===== config.mk =====
export PLATFORM = sky130hd
export DESIGN_NAME = flyback_timing
export DESIGN_NICKNAME = d
export VERILOG_FILES = /design/src/design/flyback_pkg.sv /design/src/design/cycle_qualifier.sv /design/src/design/flyback_timing.sv
export VERILOG_INCLUDE_DIRS = /design/src /design/src/design
export SDC_FILE = /design/constraint.sdc
export NUM_CORES = 1
export LEC_CHECK = 0
export BUFFER_PORTS_ARGS = -buffer_cell sky130_fd_sc_hd__buf_2
export CAP_MARGIN = 20
export CORE_UTILIZATION = 55
export DETAILED_ROUTE_END_ITERATION = 12
export PLACE_DENSITY = 0.75
export REMOVE_ABC_BUFFERS = 1
export SLEW_MARGIN = 20
export SYNTH_ARGS = -nofsm -noshare
export SYNTH_HDL_FRONTEND = slang
export SYNTH_SLANG_ARGS = --single-unit

===== constraint.sdc =====
create_clock -name clk -period 23.9 [get_ports clk]
set_input_delay 1.195 -clock clk [delete_from_list [all_inputs] [get_ports clk]]
set_output_delay 1.195 -clock clk [all_outputs]
set_load 0.02 [all_outputs]

===== src/design/flyback_consts.svh =====
`ifndef FLYBACK_CONSTS_SVH
`define FLYBACK_CONSTS_SVH
// Clock rate in kHz (125 MHz)
`define CLK_KHZ 125000
// Switching frequencies in kHz
`define F_LOW_NORM_KHZ 65
`define F_LOW_BOOST_KHZ 130
`define F_HIGH_NORM_KHZ 100
`define F_HIGH_BOOST_KHZ 200
`define F_MIN_KHZ 25
// Foldback runs at twice the minimum frequency
`define F_FOLD_DIV 2
// Dither span in percent, period in us
`define DITHER_PCT 5
`define DITHER_PERIOD_US 4400
`define DITHER_STEPS 20
// Timers in us
`define OPP_TIME_US 85000
`define BROWNOUT_TIME_US 44000
// Cycle counts
`define VDD_OV_CYCLES 3
`define FLT_OV_CYCLES 3
`define FLT_OT_CYCLES 32
`define SHORT_CYCLES 8
`define DIE_OT_CYCLES 32
// Duty limit in percent
`define DUTY_MAX_PCT 80
// Leading-edge blanking in ns
`define LEB_NS 250
`define CLK_NS 8
`endif


===== src/design/flyback_pkg.sv =====
package flyback_pkg;
   typedef enum logic [2:0] {
      BAND_STOP = 3'b000,
      BAND_BURST = 3'b001,
      BAND_MINF = 3'b010,
      BAND_FOLD = 3'b011,
      BAND_NORM = 3'b100,
      BAND_BOOST = 3'b101
   } band_e;

   typedef struct packed {
      logic boost;
      logic normal;
      logic foldback;
      logic minfreq;
      logic burst;
   } fb_flags_s;

   typedef struct packed {
      logic vdd_ov;
      logic opp;
      logic brownout;
      logic flt_ov;
      logic flt_ot;
      logic short_circ;
      logic die_ot;
      logic disabled;
   } fault_s;
endpackage


===== src/design/cycle_qualifier.sv =====
`timescale 1ns/100ps
`include "flyback_consts.svh"
module cycle_qualifier #(
   parameter logic [5:0] LIMIT = 6'h03
) (
   // Clock and reset
   input wire logic clk,
   input wire logic sys_rst,
   // Switching cycle strobe and condition
   input wire logic cycle_end,
   input wire logic cond,
   // Qualified fault level
   output logic tripped
);
   logic [5:0] cnt_q, cnt_d;
   logic trip_q, trip_d;

   always_comb begin
      cnt_d = cnt_q;
      trip_d = trip_q;
      if (cycle_end) begin
         if (!cond) begin
            cnt_d = 6'h00;
         end else if (cnt_q < LIMIT) begin
            cnt_d = cnt_q + 6'h01;
         end
         trip_d = cond && (cnt_q + 6'h01 >= LIMIT);
      end
   end

   always_ff @(posedge clk) begin
      if (sys_rst) begin
         cnt_q <= 6'h00;
         trip_q <= 1'b0;
      end else begin
         cnt_q <= cnt_d;
         trip_q <= trip_d;
      end
   end

   assign tripped = trip_q;
endmodule


===== src/design/flyback_timing.sv =====
`timescale 1ns/100ps
`include "flyback_consts.svh"
// Function
// - Low variant: 65 kHz normal band, up to 130 kHz in boost.
// - High variant: 100 kHz normal band, up to 200 kHz in boost.
// - Dither switching frequency by plus or minus five percent.
// - Dither triangle repeats every 4.4 ms peak to peak.
// - Supply over-voltage stops switching after 3 consecutive cycles.
// - Over-power fault after feedback at threshold continuously 85 ms.
// - Brownout stops switching after comparator active 44 ms continuously.
// - Fault pin over-voltage stops switching after 3 cycles.
// - Fault pin over-temperature stops switching after 32 cycles.
// - Short-circuit fault after 8 cycles over limit during blanking.
// - Die over-temperature shutdown after 32 cycles of flag.
// - Leave external disable at once when pin rises above threshold.
// - Resume immediately after brownout once pin recovers.
// - Short pulse means sense over 900 mV within blanking window.
module flyback_timing (
   // Clock and reset
   input wire logic clk,
   input wire logic sys_rst,
   // Variant strap: 1 selects the 100 kHz variant
   input wire logic high_variant,
   // Analogue comparators
   input wire flyback_pkg::fb_flags_s feedback_level,
   input wire logic opp_cmp,
   input wire logic vdd_ov_cmp,
   input wire logic cs_limit_cmp,
   input wire logic die_hot_cmp,
   // Fault pin comparators
   input wire logic fault_sense_pin_dis,
   input wire logic fault_sense_pin_brown,
   input wire logic fault_sense_pin_ov,
   input wire logic fault_sense_pin_ot,
   // Gate and status
   output logic gate_drive_out,
   output flyback_pkg::band_e band,
   output flyback_pkg::fault_s faults
);
   localparam int DIV_LOW_NORM = `CLK_KHZ / `F_LOW_NORM_KHZ;
   localparam int DIV_LOW_BOOST = `CLK_KHZ / `F_LOW_BOOST_KHZ;
   localparam int DIV_HIGH_NORM = `CLK_KHZ / `F_HIGH_NORM_KHZ;
   localparam int DIV_HIGH_BOOST = `CLK_KHZ / `F_HIGH_BOOST_KHZ;
   localparam int DIV_MIN = `CLK_KHZ / `F_MIN_KHZ;
   localparam int US_CYC = `CLK_KHZ / 1000;
   localparam int OPP_CYC = `OPP_TIME_US * US_CYC;
   localparam int BO_CYC = `BROWNOUT_TIME_US * US_CYC;
   localparam int DITH_STEP_CYC = `DITHER_PERIOD_US * US_CYC / (2 * `DITHER_STEPS);
   localparam int LEB_CYC = (`LEB_NS + `CLK_NS - 1) / `CLK_NS;

   // ----------------------------------------
   // Input synchronisers
   // ----------------------------------------
   logic [13:0] raw_in, meta_q, sync_q;
   assign raw_in = {high_variant, feedback_level, opp_cmp, vdd_ov_cmp, cs_limit_cmp,
                    die_hot_cmp, fault_sense_pin_dis, fault_sense_pin_brown,
                    fault_sense_pin_ov, fault_sense_pin_ot};
   always_ff @(posedge clk) begin
      if (sys_rst) begin
         meta_q <= 14'h0000;
         sync_q <= 14'h0000;
      end else begin
         meta_q <= raw_in;
         sync_q <= meta_q;
      end
   end
   logic s_high, s_opp, s_vdd_ov, s_cs, s_die, s_dis, s_brown, s_ov, s_ot;
   flyback_pkg::fb_flags_s s_fb;
   assign {s_high, s_fb, s_opp, s_vdd_ov, s_cs, s_die, s_dis, s_brown, s_ov, s_ot} = sync_q;

   // ----------------------------------------
   // Band selection
   // ----------------------------------------
   function automatic flyback_pkg::band_e pick_band(input flyback_pkg::fb_flags_s f);
      if (f.boost) pick_band = flyback_pkg::BAND_BOOST;
      else if (f.normal) pick_band = flyback_pkg::BAND_NORM;
      else if (f.foldback) pick_band = flyback_pkg::BAND_FOLD;
      else if (f.minfreq) pick_band = flyback_pkg::BAND_MINF;
      else if (f.burst) pick_band = flyback_pkg::BAND_BURST;
      else pick_band = flyback_pkg::BAND_STOP;
   endfunction

   // ----------------------------------------
   // Dither triangle
   // ----------------------------------------
   logic [19:0] dstep_q, dstep_d;
   logic [4:0] dpos_q, dpos_d;
   logic dup_q, dup_d;
   always_comb begin
      dstep_d = dstep_q + 20'h00001;
      dpos_d = dpos_q;
      dup_d = dup_q;
      if (dstep_q >= 20'(DITH_STEP_CYC - 1)) begin
         dstep_d = 20'h00000;
         if (dup_q) begin
            if (dpos_q >= 5'(`DITHER_STEPS - 1)) dup_d = 1'b0;
            dpos_d = dpos_q + 5'h01;
         end else begin
            if (dpos_q <= 5'h01) dup_d = 1'b1;
            dpos_d = dpos_q - 5'h01;
         end
      end
   end
   always_ff @(posedge clk) begin
      if (sys_rst) begin
         dstep_q <= 20'h00000;
         dpos_q <= 5'h00;
         dup_q <= 1'b1;
      end else begin
         dstep_q <= dstep_d;
         dpos_q <= dpos_d;
         dup_q <= dup_d;
      end
   end

   // ----------------------------------------
   // Period selection
   // ----------------------------------------
   logic [15:0] base_per, period;
   logic [31:0] swing;
   always_comb begin
      case (pick_band(s_fb))
         flyback_pkg::BAND_BOOST:
            base_per = s_high ? 16'(DIV_HIGH_BOOST) : 16'(DIV_LOW_BOOST);
         flyback_pkg::BAND_NORM:
            base_per = s_high ? 16'(DIV_HIGH_NORM) : 16'(DIV_LOW_NORM);
         flyback_pkg::BAND_FOLD:
            base_per = 16'(DIV_MIN / `F_FOLD_DIV);
         default:
            base_per = 16'(DIV_MIN);
      endcase
      swing = 32'(base_per) * `DITHER_PCT * 32'(dpos_q) / (50 * `DITHER_STEPS);
      period = base_per - 16'(32'(base_per) * `DITHER_PCT / 100) + 16'(swing);
   end

   // ----------------------------------------
   // Switching cycle
   // ----------------------------------------
   logic [15:0] pcnt_q, pcnt_d;
   logic [15:0] plen_q, plen_d;
   logic cyc_end, stop, short_seen_q, short_seen_d, gate_q, gate_d;
   always_comb begin
      pcnt_d = pcnt_q + 16'h0001;
      plen_d = plen_q;
      cyc_end = 1'b0;
      if (pcnt_q >= plen_q - 16'h0001) begin
         pcnt_d = 16'h0000;
         plen_d = period;
         cyc_end = 1'b1;
      end
      // Burst band switches only when not stopped; no pulse in stop band
      gate_d = !stop && pick_band(s_fb) != flyback_pkg::BAND_STOP &&
               (32'(pcnt_d) * 100 < 32'(plen_d) * `DUTY_MAX_PCT);
      short_seen_d = short_seen_q;
      if (cyc_end) short_seen_d = 1'b0;
      else if (gate_q && pcnt_q < 16'(LEB_CYC) && s_cs) short_seen_d = 1'b1;
   end
   always_ff @(posedge clk) begin
      if (sys_rst) begin
         pcnt_q <= 16'h0000;
         plen_q <= 16'(DIV_LOW_NORM);
         gate_q <= 1'b0;
         short_seen_q <= 1'b0;
      end else begin
         pcnt_q <= pcnt_d;
         plen_q <= plen_d;
         gate_q <= gate_d;
         short_seen_q <= short_seen_d;
      end
   end

   // ----------------------------------------
   // Cycle-count qualifiers
   // ----------------------------------------
   logic [4:0] q_cond, q_trip;
   localparam logic [5:0] QLIM [5] = '{6'(`VDD_OV_CYCLES), 6'(`FLT_OV_CYCLES),
      6'(`FLT_OT_CYCLES), 6'(`SHORT_CYCLES), 6'(`DIE_OT_CYCLES)};
   assign q_cond = {s_vdd_ov, s_ov, s_ot, short_seen_q, s_die};
   for (genvar i = 0; i < 5; i++) begin : g_qual
      cycle_qualifier #(.LIMIT(QLIM[4 - i])) u_qual (
         .clk(clk),
         .sys_rst(sys_rst),
         .cycle_end(cyc_end),
         .cond(q_cond[i]),
         .tripped(q_trip[i])
      );
   end

   // ----------------------------------------
   // Millisecond timers
   // ----------------------------------------
   logic [23:0] opp_q, opp_d, bo_q, bo_d;
   logic opp_f_q, opp_f_d, bo_f_q, bo_f_d;
   always_comb begin
      opp_d = s_opp ? ((opp_q < 24'(OPP_CYC)) ? opp_q + 24'h000001 : opp_q) : 24'h000000;
      opp_f_d = s_opp && opp_q >= 24'(OPP_CYC - 1);
      bo_d = s_brown ? ((bo_q < 24'(BO_CYC)) ? bo_q + 24'h000001 : bo_q) : 24'h000000;
      // clears as soon as pin recovers
      bo_f_d = s_brown && bo_q >= 24'(BO_CYC - 1);
   end
   always_ff @(posedge clk) begin
      if (sys_rst) begin
         opp_q <= 24'h000000;
         bo_q <= 24'h000000;
         opp_f_q <= 1'b0;
         bo_f_q <= 1'b0;
      end else begin
         opp_q <= opp_d;
         bo_q <= bo_d;
         opp_f_q <= opp_f_d;
         bo_f_q <= bo_f_d;
      end
   end

   // ----------------------------------------
   // Fault gathering and outputs
   // ----------------------------------------
   flyback_pkg::fault_s flt_d, flt_q;
   flyback_pkg::band_e band_q;
   always_comb begin
      flt_d.vdd_ov = q_trip[4];
      flt_d.opp = opp_f_q;
      flt_d.brownout = bo_f_q;
      flt_d.flt_ov = q_trip[3];
      flt_d.flt_ot = q_trip[2];
      flt_d.short_circ = q_trip[1];
      flt_d.die_ot = q_trip[0];
      flt_d.disabled = s_dis;
   end
   // Faults release when cause clears; no latch-off, a trade for simplicity
   assign stop = |flt_d;
   always_ff @(posedge clk) begin
      if (sys_rst) begin
         flt_q <= '0;
         band_q <= flyback_pkg::BAND_STOP;
      end else begin
         flt_q <= flt_d;
         band_q <= pick_band(s_fb);
      end
   end
   assign gate_drive_out = gate_q;
   assign band = band_q;
   assign faults = flt_q;
endmodule


==> flow_metrics.env <==
export IMPL_status="finished clean"
export IMPL_setup_worst_path_start_class="flop"
export IMPL_routed_via_count=16000
export IMPL_synth_top_family_by_area="simple AND/OR/NAND/NOR gates"
export IMPL_min_delay_path_depth=1
export IMPL_tns_ns=0
export IMPL_grt_first_pass_wirelength_um=70400
export IMPL_cp_end_kind="flop"
export IMPL_critical_path_buf_inv_count=4
export IMPL_whs_endpoint="sync_q[5]"
export IMPL_crit_type="reg2reg"
export IMPL_drtIter0Drc=1164
export IMPL_rsz0062_at_grt="false"
export IMPL_cp_slowest_cell="a2111oi_1"
export IMPL_finalSetupViolCount=0
export IMPL_period_minus_slack_ns=21.29
export IMPL_fin_nets=2568
export IMPL_required_ns=24.26
export IMPL_synth_xor_area_share_pct=9.08
export IMPL_netlist_top_cells_area="dfxtp_1, ha_1, fa_1"
export IMPL_worst_pin_slew_ns=1.00
export IMPL_rr_endpoint="gate_drive_out"
export IMPL_cts_tree="built"
export IMPL_synthAdderAreaFrac_pct=20.8
export IMPL_slew_violations=0
export IMPL_fp_row_count=66
export IMPL_fin_skew_ns=0.0154
export IMPL_initial_utilization_pct=55.9
export IMPL_cts_setup_buffers=0
export IMPL_die_w_um=184
export IMPL_netlist_area_leader_share_pct=20.2
export IMPL_drive_above_1_share_pct=6.30
export IMPL_ys_async_sr_fraction_pct=0
export IMPL_track_usage_pct=24.9
export IMPL_grt_pass1_vias=15100
export IMPL_max_slew_margin_pct=32.8
export IMPL_irDropWorstVdd_mv=0.104
export IMPL_finalNonFillerCells=2744
export IMPL_n_fill_cell=2903
export IMPL_synth_top_cell_by_area="dfxtp_1"
export IMPL_clk_pin_slew_ns=0.08
export IMPL_die_area_mm2=0.0339
export IMPL_synth_cells=2296
export IMPL_clkSinkCount=184
export IMPL_leakage_uw=0.00836
export IMPL_regToRegSetupSlack_ns=2.61
export IMPL_worstPathArrival_ns=21.64
export IMPL_drc_errors=0
export IMPL_worstPathMaxFanout=16
export IMPL_ys_seq_area_share_pct=20.2
export IMPL_grt_max_degree=61
export IMPL_num_io_pins=28
export IMPL_first_pass_iters=5
export IMPL_cp_depth=83
export IMPL_yosysWarnings=0
export IMPL_fin_crit_sh_pct=89.1
export IMPL_drt_wl_total_um=41500
export IMPL_synthesis_area_mm2=0.0182
export IMPL_die_y_um=184
export IMPL_drv_cap=0
export IMPL_wl_per_cell_um=15.1
export IMPL_synth_simple_area_share_pct=23.7
export IMPL_synth_enable_flop_cells=0
export IMPL_worstHoldStart="meta_q[5]"
export IMPL_max_freq_ghz=0.0470
export IMPL_detail_route_antenna_nets=0
export IMPL_critical_path_top_delay_family="compound AO/OA/AOI/OAI gates"
export IMPL_min_path_type="reg2reg"
export IMPL_clock_root_buffer="clkbuf_16"
export IMPL_dp_cells=2712
export IMPL_detail_route_vias_per_cell=5.82
export IMPL_diodes=0
export IMPL_design_core_area_mm2=0.0326
export IMPL_antenna_found_initial=0
export IMPL_holdWs_ns=0.432
export IMPL_r2r_cells=83
export IMPL_cts_resized=0
export IMPL_synth_flop_cell="dfxtp_1"
export IMPL_ff_latch_area_mm2=0.00368
export IMPL_cpPeakStageDelay_ns=0.72
export IMPL_hold_viol=0
export IMPL_area_delta_synth_final_pct=5.80
export IMPL_clk_path_buf_depth=2
export IMPL_htreeDepth=4
export IMPL_yosysUniqueCellTypes=115
export IMPL_p_per_area_mw_per_mm2=101
export IMPL_worstSkewPairLatency_ns=0.43
export IMPL_synthMuxAreaShare_pct=1.64
export IMPL_avgSynthCellArea_um2=7.94
export IMPL_dp_hpwl_um=32000
export IMPL_synth_compound_area_share_pct=19.1
export IMPL_grt_overflow=0
export IMPL_multiInputGateArea_mm2=0.0136
export IMPL_port_buffers=27
export IMPL_r2r_start="sync_q[12]"
export IMPL_cts_buffers=17
export IMPL_yosys_register_bits=184
export IMPL_place_gp_congestion=0.964
export IMPL_ctsHoldBuffers=0
[kinds of logic (layout without fill, tap and decap cells)]
| logic type | after synthesis | in the layout |
|---|---|---|
| flops | 184 | 184 |
| buf+inv | 255 | 247 |
| mux | 27 | 27 |
| xor+xnor | 189 | 189 |
| other cells | 2 | 16 |
| simple gates | 868 | 868 |
| fa+ha+maj | 266 | 266 |
| compound gates | 505 | 505 |
[power by group]
group	total, uW	internal, uW	switching, uW
clock	278	144	134
sequential	316	311	5.19
combinational	1350	536	816
total	1950	991	956
[sequential cells by signal, indices dropped and copies added, names as in the netlist, 3 cells and up]
register / flops
band: 3
bo_q: 24
dpos_q: 5
dstep_q: 20
faults: 8
g_qual.u_qual.cnt_q: 30
g_qual.u_qual.tripped: 5
meta_q: 14
opp_q: 24
pcnt_q: 16
plen_q: 16
sync_q: 14
[how the worst max path moves through the flow]
stage / from / endpoint / slack, ns
6_report: sync_q[12] / gate_drive_out / 2.61
5_1_grt: sync_q[12] / gate_drive_out / 0.72
4_1_cts: sync_q[12] / gate_drive_out / 2.94
3_5_place_dp: sync_q[12] / gate_drive_out / 3.03
3_3_place_gp: sync_q[12] / gate_drive_out / 3.44
2_1_floorplan: sync_q[12] / gate_drive_out / 5.31
[area by class of cell]
type,count,share of cell area [%]
multi-input cells,1871,70.6
flip-flops and latches,184,19.1
inverters,185,3.60
well taps,442,2.87
clock buffers,19,2.35
repair buffers,30,0.830
clock inverters,13,0.655
[placed cells by master (no fill, tap or decap), drive strengths merged, types with 63 or more instances in the layout]
cell,synthesis,layout
nor2b,71,71
and2,63,63
o21ai,101,101
inv,184,191
xnor2,113,113
ha,199,199
a21oi,168,168
xor2,76,76
nor2,226,226
fa,64,64
dfxtp,184,184
nand2,204,204
[per-layer routing]
layer  track usage (%)  wire [um]  share of wire [%]  vias up
met2              42.4      19500                 47      415
met4              5.97        727                1.8        0
met3              3.24       2020                4.9       47
met1              33.2      19300                 46     7534
met5                 0          0                  0        -
li1                  -          -                  -     7982
[stage by stage]
step	setup WS, ns	area [um^2]	power, uW	util, %
2_1_floorplan	5.31	18000	1400	-
3_3_place_gp	3.44	18700	1620	57.4
3_5_place_dp	3.03	18700	1650	57.4
4_1_cts	2.94	19300	1940	59.2
5_1_grt	0.717	19300	2110	59.2
6_report	2.61	19300	1950	59.2
[cells in the mapped netlist, types with 29 or more instances]
library cell  number
fa_1              64
ha_1             199
o21ai_0           84
inv_1            179
nand2_1          204
xnor2_1          113
nor3_1            53
nor2b_1           71
nand2b_1          34
nand3_1           61
a21oi_1          158
clkbuf_1          50
and2_1            62
nor2_1           224
dfxtp_1          184
xor2_1            76
or3_1             29
[worst register-to-register path, delay by kind of cell, from the launching register on]
family | cells | cell delay, ns
compound gates | 46 | 10.66
fa+ha+maj | 12 | 4.33
simple gates | 16 | 3.15
mux | 3 | 1.19
xor+xnor | 2 | 0.83
flops | 1 | 0.65
buf+inv | 4 | 0.41
Note: power is estimated with default switching activity, not from simulation.
